### src/core/dssc_pkg.sv
`default_nettype none
package dssc_pkg;
  // Timing base
  localparam int CLK_HZ          = 100_000_000;         // System clock rate
  localparam int WD_TIMEOUT_MS   = 310;                 // Watchdog toggle window
  localparam int IN_TIMEOUT_MS   = 250;                 // Direct input idle time
  localparam int WAKE_READY_US   = 50;                  // Start-up settle time
  localparam int PWM_MAX_HZ      = 1000;                // Highest output PWM rate
  localparam int PWM_STEPS       = 256;                 // Steps per PWM period
  localparam int WD_CYCLES       = (CLK_HZ / 1000) * WD_TIMEOUT_MS;
  localparam int IN_CYCLES       = (CLK_HZ / 1000) * IN_TIMEOUT_MS;
  localparam int WAKE_CYCLES     = (CLK_HZ / 1_000_000) * WAKE_READY_US;
  // Round up so the internal PWM never exceeds its top rate
  localparam int INT_DIV_CYCLES  = (CLK_HZ + PWM_MAX_HZ * PWM_STEPS - 1) / (PWM_MAX_HZ * PWM_STEPS);
  localparam int CNT_W           = 25;                  // Width of long timers
  localparam int DIV_W           = 9;                   // Width of internal divider
  // Frame layout
  localparam logic [4:0] FRAME_BITS = 5'h10;            // Bits in one frame
  localparam logic [3:0] ADDR_GCR   = 4'h0;             // Global configuration
  localparam logic [3:0] ADDR_PWM0  = 4'h1;             // Pulse width, channel 0
  localparam logic [3:0] ADDR_PWM1  = 4'h2;             // Pulse width, channel 1
  localparam logic [3:0] ADDR_CONF0 = 4'h3;             // Configuration, channel 0
  localparam logic [3:0] ADDR_CONF1 = 4'h4;             // Configuration, channel 1
  localparam logic [3:0] ADDR_RDSEL = 4'h5;             // Read-back selector
  // Read-back indices
  localparam logic [3:0] RB_STATUS  = 4'h0;
  localparam logic [3:0] RB_PWM0    = 4'h1;
  localparam logic [3:0] RB_PWM1    = 4'h2;
  localparam logic [3:0] RB_CONF0   = 4'h3;
  localparam logic [3:0] RB_CONF1   = 4'h4;
  localparam logic [3:0] RB_GCR     = 4'h5;
  localparam logic [3:0] RB_FAULT0  = 4'h6;
  localparam logic [3:0] RB_FAULT1  = 4'h7;
  localparam logic [3:0] RB_COUNT   = 4'hd;             // Indices from 13 up return the previous frame
  localparam logic [1:0] DEFAULT_CODE = 2'h0;           // Default delay and slew

  // Operating modes, Gray coded along sleep-normal-failsafe-fault
  typedef enum logic [1:0] {
    MODE_SLEEP    = 2'b00,
    MODE_NORMAL   = 2'b01,
    MODE_FAILSAFE = 2'b11,
    MODE_FAULT    = 2'b10
  } dssc_mode_t;

  // One received frame
  typedef struct packed {
    logic       watchdog_toggle_bit;                    // D15
    logic [1:0] spare;                                  // D14..D13
    logic [3:0] addr;                                   // D12..D9
    logic [8:0] data;                                   // D8..D0
  } dssc_frame_t;

  // Pulse-width register
  typedef struct packed {
    logic       on_bit;                                 // D8
    logic [7:0] duty;                                   // D7..D0
  } dssc_pwm_t;

  // Channel configuration register
  typedef struct packed {
    logic [1:0] pwm_prescaler;                          // D8..D7
    logic [1:0] slew;                                   // D6..D5
    logic [1:0] delay;                                  // D4..D3
    logic       dir_disable;                            // D2
    logic       clk_int;                                // D1
    logic       pwm_en;                                 // D0
  } dssc_conf_t;

  // Global configuration register
  typedef struct packed {
    logic [3:0] spare_hi;                               // D8..D5
    logic       watchdog_disable;                       // D4
    logic       vdd_fail_en;                            // D3
    logic [2:0] spare_lo;                               // D2..D0
  } dssc_gcr_t;

  // Per-channel fault causes
  typedef struct packed {
    logic oc;                                           // Overcurrent
    logic ot;                                           // Overtemperature
    logic sc;                                           // Severe short
    logic ol;                                           // Open load
  } dssc_chfault_t;
endpackage : dssc_pkg
`default_nettype wire

### src/core/dssc_core.sv
`timescale 1ns/1ps
`default_nettype none
module dssc_core #(
  parameter int WD_CYCLES_P   = dssc_pkg::WD_CYCLES,    // Watchdog window in cycles
  parameter int IN_CYCLES_P   = dssc_pkg::IN_CYCLES,    // Input idle time in cycles
  parameter int WAKE_CYCLES_P = dssc_pkg::WAKE_CYCLES   // Settle time in cycles
) (
  input  wire logic                      clock_in,               // System clock
  input  wire logic                      rst_in,                 // Synchronous reset
  input  wire logic                      sclk_in,                // Serial clock
  input  wire logic                      chip_select_n_in,       // Frame select, low active
  input  wire logic                      sdi_in,                 // Serial data in
  input  wire logic                      reset_in_n_in,          // Wake/reset pin
  input  wire logic [1:0]                direct_in,              // Direct channel inputs
  input  wire logic                      ext_pwm_clk_in,         // External PWM clock
  input  wire logic                      vdd_ok_in,              // Interface supply good
  input  wire dssc_pkg::dssc_chfault_t [1:0] chan_fault_in,      // Channel fault causes
  input  wire logic                      uv_fault_in,            // Undervoltage
  input  wire logic                      ov_fault_in,            // Overvoltage
  output logic                           sdo_out,                // Serial data out
  output logic                           sdo_oe_out,             // Serial output drive enable
  output logic                           failsafe_out_n_out,     // Fail-safe pin level (0)
  output logic                           failsafe_oe_out,        // Fail-safe pin pulls low
  output logic [1:0]                     hson_out,               // Channel on targets
  output logic                           normal_mode_flag_out,   // Normal mode flag
  output dssc_pkg::dssc_mode_t           mode_out                // Operating mode
);
  import dssc_pkg::*;

  // All state of the block
  typedef struct packed {
    dssc_mode_t              mode;
    logic                    sclk_q;
    logic                    csn_q;
    logic                    reset_in_n_q;
    logic                    ext_q;
    logic [1:0]              din_q;
    logic [15:0]             shift_in;
    logic [4:0]              bit_cnt;
    logic [15:0]             shift_out;
    logic [15:0]             last_frame;
    dssc_gcr_t               gcr;
    dssc_pwm_t  [1:0]        pwm;
    dssc_conf_t [1:0]        conf;
    logic [3:0]              rdsel;
    dssc_chfault_t [1:0]     fault_reg;
    logic [1:0]              glob_fault;
    logic                    wd_last;
    logic                    wd_armed;
    logic                    wd_timeout;
    logic [CNT_W-1:0]        wd_cnt;
    logic [1:0]              in_on;
    logic [1:0][CNT_W-1:0]   idle_cnt;
    logic                    wake_q;
    logic [CNT_W-1:0]        ready_cnt;
    logic                    ready;
    logic [DIV_W-1:0]        int_div;
    logic [1:0][2:0]         pre_cnt;
    logic [1:0][7:0]         pwm_cnt;
    logic                    sdo;
    logic                    sdo_oe;
    logic                    fs_oe;
    logic [1:0]              hson;
    logic                    nm;
  } dssc_state_t;

  dssc_state_t s;        // Registered state
  dssc_state_t next_s;   // Next state

  // Read-back word for a given index; unused indices read zero
  function automatic logic [15:0] read_back(input dssc_state_t st, input logic [3:0] idx);
    logic [15:0] w;
    w = 16'h0000;
    case (idx)
      RB_STATUS: w = {8'h00, st.glob_fault, st.hson, (|st.fault_reg[1]), (|st.fault_reg[0]), st.mode};
      RB_PWM0:   w = {7'h00, st.pwm[0]};
      RB_PWM1:   w = {7'h00, st.pwm[1]};
      RB_CONF0:  w = {7'h00, st.conf[0]};
      RB_CONF1:  w = {7'h00, st.conf[1]};
      RB_GCR:    w = {7'h00, st.gcr};
      RB_FAULT0: w = {12'h000, st.fault_reg[0]};
      RB_FAULT1: w = {12'h000, st.fault_reg[1]};
      default: begin
        // Indices from RB_COUNT up return the previous frame; 8 to 12 read zero
        if (idx >= RB_COUNT) begin
          w = st.last_frame;
        end
      end
    endcase
    return w;
  endfunction

  // Next-state logic
  always_comb begin
    dssc_frame_t f;
    logic        sclk_rise;
    logic        sclk_fall;
    logic        cs_fall;
    logic        cs_rise;
    logic        ext_rise;
    logic        wake;
    logic        fault;
    logic        fs;
    logic        pulse;
    logic        int_tick;
    logic        tick;
    logic [7:0]  phase;
    logic [2:0]  mask;
    f         = '0;
    sclk_rise = 1'b0;
    sclk_fall = 1'b0;
    cs_fall   = 1'b0;
    cs_rise   = 1'b0;
    ext_rise  = 1'b0;
    wake      = 1'b0;
    fault     = 1'b0;
    fs        = 1'b0;
    pulse     = 1'b0;
    int_tick  = 1'b0;
    tick      = 1'b0;
    phase     = 8'h00;
    mask      = 3'h0;
    next_s    = s;

    // Edge detection on the sampled pins
    next_s.sclk_q = sclk_in;
    next_s.csn_q  = chip_select_n_in;
    next_s.reset_in_n_q = reset_in_n_in;
    next_s.ext_q  = ext_pwm_clk_in;
    next_s.din_q  = direct_in;
    sclk_rise = sclk_in & ~s.sclk_q & ~chip_select_n_in;
    sclk_fall = ~sclk_in & s.sclk_q & ~chip_select_n_in;
    cs_fall   = ~chip_select_n_in & s.csn_q;
    cs_rise   = chip_select_n_in & ~s.csn_q;
    ext_rise  = ext_pwm_clk_in & ~s.ext_q;

    // Direct input activity; a held-high input counts as activity
    for (int c = 0; c < 2; c++) begin
      if (direct_in[c] || (direct_in[c] != s.din_q[c])) begin
        next_s.idle_cnt[c] = '0;
        next_s.in_on[c]    = 1'b1;
      end else if (s.idle_cnt[c] >= CNT_W'(IN_CYCLES_P - 1)) begin
        next_s.in_on[c]    = 1'b0;
      end else begin
        next_s.idle_cnt[c] = s.idle_cnt[c] + 1'b1;
      end
    end

    // Mode inputs
    wake  = reset_in_n_in | s.in_on[0] | s.in_on[1];
    fault = (|chan_fault_in[0]) | (|chan_fault_in[1]) | uv_fault_in | ov_fault_in;
    fs    = (~vdd_ok_in & s.gcr.vdd_fail_en) | (s.wd_timeout & ~s.gcr.watchdog_disable);
    next_s.wake_q = wake;

    // Mode priority: sleep, fault, fail-safe, normal
    if (!wake) begin
      next_s.mode = MODE_SLEEP;
    end else if (fault) begin
      next_s.mode = MODE_FAULT;
    end else if (fs) begin
      next_s.mode = MODE_FAILSAFE;
    end else begin
      next_s.mode = MODE_NORMAL;
    end
    next_s.nm = wake & ~fs & ~fault;

    // Sticky fault bits; a new fault beats the clear by read-back
    for (int c = 0; c < 2; c++) begin
      if (cs_fall && (s.rdsel == ((c == 0) ? RB_FAULT0 : RB_FAULT1))) begin
        next_s.fault_reg[c] = '0;
      end
      next_s.fault_reg[c] = next_s.fault_reg[c] | chan_fault_in[c];
    end
    if (cs_fall && (s.rdsel == RB_STATUS)) begin
      next_s.glob_fault = '0;
    end
    next_s.glob_fault = next_s.glob_fault | {uv_fault_in, ov_fault_in};

    // Serial receive: shift on falling clock edges
    if (cs_fall) begin
      next_s.bit_cnt   = '0;
      next_s.shift_out = read_back(s, s.rdsel);
      next_s.sdo       = next_s.shift_out[15];
    end
    if (sclk_fall) begin
      next_s.shift_in = {s.shift_in[14:0], sdi_in};
      if (s.bit_cnt <= FRAME_BITS) begin
        next_s.bit_cnt = s.bit_cnt + 1'b1;
      end
    end
    // Serial transmit: next bit on rising clock edges
    if (sclk_rise) begin
      next_s.shift_out = {s.shift_out[14:0], 1'b0};
      next_s.sdo       = s.shift_out[14];
    end
    // Drive only inside a frame and with the interface supply up
    next_s.sdo_oe = ~chip_select_n_in & vdd_ok_in;

    // Watchdog: restarts on each toggle of the first frame bit
    if (reset_in_n_in && !s.reset_in_n_q) begin
      next_s.wd_cnt     = '0;
      next_s.wd_armed   = vdd_ok_in;
      next_s.wd_timeout = 1'b0;
    end else if (s.wd_armed && reset_in_n_in && !s.wd_timeout) begin
      if (s.wd_cnt >= CNT_W'(WD_CYCLES_P - 1)) begin
        next_s.wd_timeout = 1'b1;
      end else begin
        next_s.wd_cnt = s.wd_cnt + 1'b1;
      end
    end

    // Frame commit on the chip select rising edge
    f = dssc_frame_t'(s.shift_in);
    if (cs_rise && (s.bit_cnt == FRAME_BITS)) begin
      next_s.last_frame = s.shift_in;
      next_s.wd_last    = f.watchdog_toggle_bit;
      if (f.watchdog_toggle_bit != s.wd_last) begin
        next_s.wd_cnt = '0;
      end
      if (s.mode == MODE_FAILSAFE) begin
        // A frame with the first bit set re-opens the link; writes wait for the next
        if (f.watchdog_toggle_bit) begin
          next_s.wd_timeout = 1'b0;
          next_s.wd_cnt     = '0;
        end
      end else if (s.mode != MODE_SLEEP) begin
        case (f.addr)
          ADDR_GCR:   next_s.gcr     = dssc_gcr_t'(f.data);
          ADDR_PWM0:  next_s.pwm[0]  = dssc_pwm_t'(f.data);
          ADDR_PWM1:  next_s.pwm[1]  = dssc_pwm_t'(f.data);
          ADDR_CONF0: next_s.conf[0] = dssc_conf_t'(f.data);
          ADDR_CONF1: next_s.conf[1] = dssc_conf_t'(f.data);
          ADDR_RDSEL: next_s.rdsel   = f.data[3:0];
          default: begin
            // Unassigned addresses only feed the watchdog and the previous-frame read-back
          end
        endcase
      end
    end

    // Internal PWM step clock
    if (s.int_div >= DIV_W'(INT_DIV_CYCLES - 1)) begin
      next_s.int_div = '0;
      int_tick       = 1'b1;
    end else begin
      next_s.int_div = s.int_div + 1'b1;
    end

    // Per-channel PWM counters and switch targets
    for (int c = 0; c < 2; c++) begin
      tick = s.conf[c].clk_int ? int_tick : ext_rise;
      mask = 3'((4'h1 << s.conf[c].pwm_prescaler) - 4'h1);
      if (tick) begin
        next_s.pre_cnt[c] = s.pre_cnt[c] + 1'b1;
        if ((s.pre_cnt[c] & mask) == mask) begin
          next_s.pre_cnt[c] = '0;
          next_s.pwm_cnt[c] = s.pwm_cnt[c] + 1'b1;
        end
      end
      // Turn-on delay shifts the pulse by quarter periods
      phase = s.pwm_cnt[c] - {s.conf[c].delay, 6'h00};
      pulse = phase < s.pwm[c].duty;
      case (s.mode)
        MODE_NORMAL: begin
          next_s.hson[c] = s.ready &
            ((direct_in[c] & ~s.conf[c].dir_disable) |
             (s.pwm[c].on_bit & pulse & s.conf[c].pwm_en) |
             (s.pwm[c].on_bit & ~s.conf[c].pwm_en));
        end
        MODE_FAILSAFE: next_s.hson[c] = direct_in[c];
        default:       next_s.hson[c] = 1'b0;
      endcase
    end

    // Wake-up settle timer
    if (!s.ready) begin
      if (s.ready_cnt >= CNT_W'(WAKE_CYCLES_P - 1)) begin
        next_s.ready = 1'b1;
      end else begin
        next_s.ready_cnt = s.ready_cnt + 1'b1;
      end
    end

    // Fail-safe pin pulls low while in fail-safe
    next_s.fs_oe = (next_s.mode == MODE_FAILSAFE);

    // Register reset on wake-up, in sleep, on entering fail-safe and on leaving it for normal
    if ((wake && !s.wake_q) || !wake ||
        ((next_s.mode == MODE_FAILSAFE) && (s.mode != MODE_FAILSAFE)) ||
        ((next_s.mode == MODE_NORMAL) && (s.mode == MODE_FAILSAFE))) begin
      next_s.gcr   = '0;
      next_s.pwm   = '0;
      next_s.conf  = '0;
      next_s.rdsel = RB_STATUS;
    end
    if (wake && !s.wake_q) begin
      next_s.ready     = 1'b0;
      next_s.ready_cnt = '0;
    end
    if (!wake) begin
      next_s.hson = 2'b00;
    end
  end

  // State register
  always_ff @(posedge clock_in) begin
    if (rst_in) begin
      s          <= '0;
      s.csn_q    <= 1'b1;
      s.mode     <= MODE_SLEEP;
      s.rdsel    <= RB_STATUS;
    end else begin
      s <= next_s;
    end
  end

  // Outputs come straight from state flops, except the fail-safe pin level, tied to 0
  assign sdo_out              = s.sdo;
  assign sdo_oe_out           = s.sdo_oe;
  assign failsafe_out_n_out   = 1'b0;
  assign failsafe_oe_out      = s.fs_oe;
  assign hson_out             = s.hson;
  assign normal_mode_flag_out = s.nm;
  assign mode_out             = s.mode;
endmodule // dssc_core
`default_nettype wire

### config.mk
export PLATFORM = sky130hd
export DESIGN_NAME = dssc_core
export DESIGN_NICKNAME = d
export VERILOG_FILES = /design/src/core/dssc_pkg.sv /design/src/core/dssc_core.sv
export SDC_FILE = /design/constraint.sdc
export NUM_CORES = 1
export LEC_CHECK = 0
export CAP_MARGIN = 10
export CORE_ASPECT_RATIO = 1.4
export CORE_MARGIN = 4
export CORE_UTILIZATION = 31
export CTS_CLUSTER_SIZE = 25
export DETAILED_ROUTE_END_ITERATION = 10
export DONT_BUFFER_PORTS = 1
export MAX_ROUTING_LAYER = met4
export PLACE_DENSITY = 0.51
export REMOVE_ABC_BUFFERS = 1
export SETUP_SLACK_MARGIN = 0.5
export SLEW_MARGIN = 20
export SYNTH_ARGS = -nofsm -noshare
export SYNTH_HDL_FRONTEND = slang
export SYNTH_SLANG_ARGS = --single-unit
### constraint.sdc
create_clock -name clock_in -period 3.3 [get_ports clock_in]
set_clock_uncertainty 0.1 [all_clocks]
set_input_delay 0.99 -clock clock_in [delete_from_list [all_inputs] [get_ports clock_in]]
set_output_delay 0.99 -clock clock_in [all_outputs]
set_load 0.01 [all_outputs]
==> results by group <==
Run status
  • Status: finished, final reports clean

Placement
  • Pre-CTS setup slack: 0.529 ns
  • Port Buffers: 0
  • GP Congestion: 0.788
  • DPL Wire Length: 21.2 mm

Critical path
  • Arr. time, crit path: 2.96 ns
  • Critical path's slowest cell: or4_1
  • Critical path class: register to register
  • Crit-path cells: ha_1, a21o_1, a2111oi_2, o21a_1, o21ai_4, or4_1, nand2_1
  • R2R setup slack: 0.73 ns
  • Worst Path Required: 3.69 ns
  • Setup crit end kind: register
  • Max Fanout on Critical Path: 12
  • FF-to-FF Start: s[89]
  • Crit path largest cell delay: 0.49 ns
  • R2R depth: 7
  • FF-to-FF End: s[104]
  • CP startpoint kind: register

Global route
  • GRT Residual Overflow: 0
  • First-pass GRT wire length: 49.5 mm
  • Total GRT Usage: 14.4%
  • Initial antenna violation count: 0
  • Number of global-route vias before repair: 9386
  • Pin count of the biggest net entering global routing: 104

Synth
  • Synthesized area: 0.0121 mm^2
  • Cells after Synth: 1433
  • Syn_area_per_cell: 8.47 um^2
  • Main flop type after synthesis: dfxtp_1
  • Post-synth EDFFs: 0
  • Synthesized flop and latch total: 262
  • Synth cell types: 69
  • Synth warn: 0
  • Sequential share of the synthesized area: 43.2%
  • Post-synth ARST share: 0%

Flow run
  • MaxCap Viol Count: 0

Power and ir drop
  • VDD IR-drop max: 0.291 mV
  • Pleak: 0.00476 uW
  • Switching pwr: 1460 uW
  • Comb pwr share: 2.8%
  • Clock share of power: 49.0%
  • Pint: 5250 uW
  • Pwr Density: 493 mW/mm^2
  • Share of power burned in registers: 48.2%
  • Sw frac: 21.7%

Finish
  • Fin util: 35.2%
  • Ant. Diodes: 0
  • Most frequent cells in the layout: dfxtp_1, nor2_1, nand2_1
  • Commonest non-fill, non-tap cell in the layout: dfxtp_1
  • Layout fillers: 3968
  • Final nets: 1445
  • P&R area growth vs syn: 12.1%
  • Layout cells sized above 1: 7.34%

Routing
  • DRT iter0 DRCs: 449
  • First drt pass iteration count: 4
  • WL/cell: 15.6 um
  • Drt total wl: 30.2 mm
  • Routed Antenna Nets: 0
  • Drt drc: 0
  • DR vias/cell: 5.00
  • Vias: 9687

Clock tree
  • H-tree levels: 1
  • Clock Path Buffers: 3
  • Clock root buffer: clkbuf_16
  • Post-cts hold buffer count: 0
  • CTS buffer count: 29
  • Worst skew pair latency: 0.55 ns
  • Post-CTS setup buffers: 0
  • Clk sinks: 262
  • Clk slew on worst S/H paths: 0.06 ns
  • CTS tree: yes

Die
  • Die X: 175 um
  • Area of the die: 0.0424 mm^2
  • Initial core utilization: 31.5%
  • Count of boundary I/O pins: 29
  • CORE AREA: 0.0386 mm^2
  • Die Height: 242 um
  • Cell Rows: 85

STA
  • Smallest hold slack: 0.358 ns
  • Setup repair after global routing missed its margin: no
  • Fin worst setup slack: 0.729 ns
  • Hold Fails Final Rpt: 0
  • Highest Clock Rate: 389 MHz
  • Pins Over Slew Limit: 0
  • Relative slew slack: 41.1%
  • Final Cycle Share: 77.9%
  • Min Tclk post-route: 2.57 ns
  • Final setup vio count: 0
  • Worst-Margin Slew: 0.883 ns

Hold path
  • Worst Hold Depth: 2
  • Min-Delay Endpoint: s[206]
  • Hold path startpoint: s[206]
  • Hold Crit Class: register to register
[cells in the mapped netlist (all sizes together), types with 4 or more instances]
cell type	count	area share [%]
and2	23	1.2
a211oi	8	0.64
o211ai	24	1.5
a31oi	23	1.2
xor2	64	4.6
nand2	148	4.6
a221oi	4	0.29
a21oi	87	3.6
o2111ai	15	1.1
or4	15	0.96
and4	10	0.72
nor4	11	0.74
mux2	4	0.37
buf	26	1.2
nand2b	10	0.52
nand3	64	2.6
a22oi	5	0.31
clkbuf	70	2.2
or2	4	0.21
xnor2	16	1.2
o31ai	7	0.43
dfxtp	262	43
nand3b	5	0.31
ha	28	2.9
inv	38	1.2
nor3	25	1.0
a21o	11	0.68
mux2i	65	5.4
and3	25	1.3
or3	15	0.77
nor2	203	6.3
o21ai	44	2.0
o21a	7	0.43
nor2b	18	0.93
nand4	20	1.0
[cell families after synthesis]
group / share of synthesized area, %
other: 0.0309
DFF: 43.2
AOI/OAI and AO/OA: 13.2
adders and majority gates: 2.89
xor gates and xnor gates: 5.77
buffers and inverters: 4.59
and+or+nand+nor: 24.0
muxes: 6.29
[how the worst max path moves through the flow]
stage                                 from     end  cells past startpoint
after floorplan                  vdd_ok_in  s[154]                      5
after global placement    chip_select_n_in  s[186]                      7
after detailed placement  chip_select_n_in  s[191]                      7
after CTS                           s[235]  s[191]                      9
after global routing                s[235]  s[173]                      8
final                                s[89]  s[104]                      7
[registers in the layout (all words and copies together) (netlist names)]
signal and cells:
normal_mode_flag_out 1, mode_out 2, sdo_out 1, sdo_oe_out 1, hson_out 2, s 254
failsafe_oe_out 1
[what timing repair did]
action	4_1_cts	5_1_grt
endpoints found under the hold margin	0	0
resized for setup	0	2
endpoints found under the setup margin	0	43
[routing by layer]
layer	global-route usage, %	share of wire, %
met3	2.26	4.1
met2	24.4	49
met1	17.3	44
met5	-	0
met4	4.81	3.1
[worst max-delay path, delay by kind of cell, from the launching register on]
kind | cells | cell delay (ns)
adder cells (fa/ha/maj) | 1 | 0.37
AO/OA/AOI/OAI | 4 | 1.12
AND/OR/NAND/NOR | 2 | 0.57
flip-flops | 1 | 0.34
[power by group through the flow]
stage                     Clock [uW]  Combinational, uW  Sequential [uW]
after global routing            3510                216             3240
after global placement             0                190             3300
after detailed placement           0                192             3300
after CTS                       3410                193             3230
after floorplan                    0                131             3290
final                           3290                190             3230
[final cells by class]
class                           instances  area [um^2]  area share (%)
Sequential cell                       262         5250            38.5
Clock inverter                         14          176            1.30
Multi-Input combinational cell       1037         6370            46.8
Timing Repair Buffer                   29          230            1.69
Tap cell                              522          653            4.80
Inverter                               38          143            1.05
Clock buffer                           37          786            5.77
[metrics by stage]
stage / std cells / power, uW / instance area, um^2 / setup TNS [ns]
6_report: 1939 / 6710 / 13600 / 0
5_1_grt: 1939 / 6960 / 13600 / 0
4_1_cts: 1939 / 6840 / 13600 / 0
3_5_place_dp: 1888 / 3500 / 12600 / 0
3_3_place_gp: 1888 / 3490 / 12600 / 0
2_1_floorplan: 1337 / 3420 / 11700 / -13.16
Power figures use the tool's default switching activity.
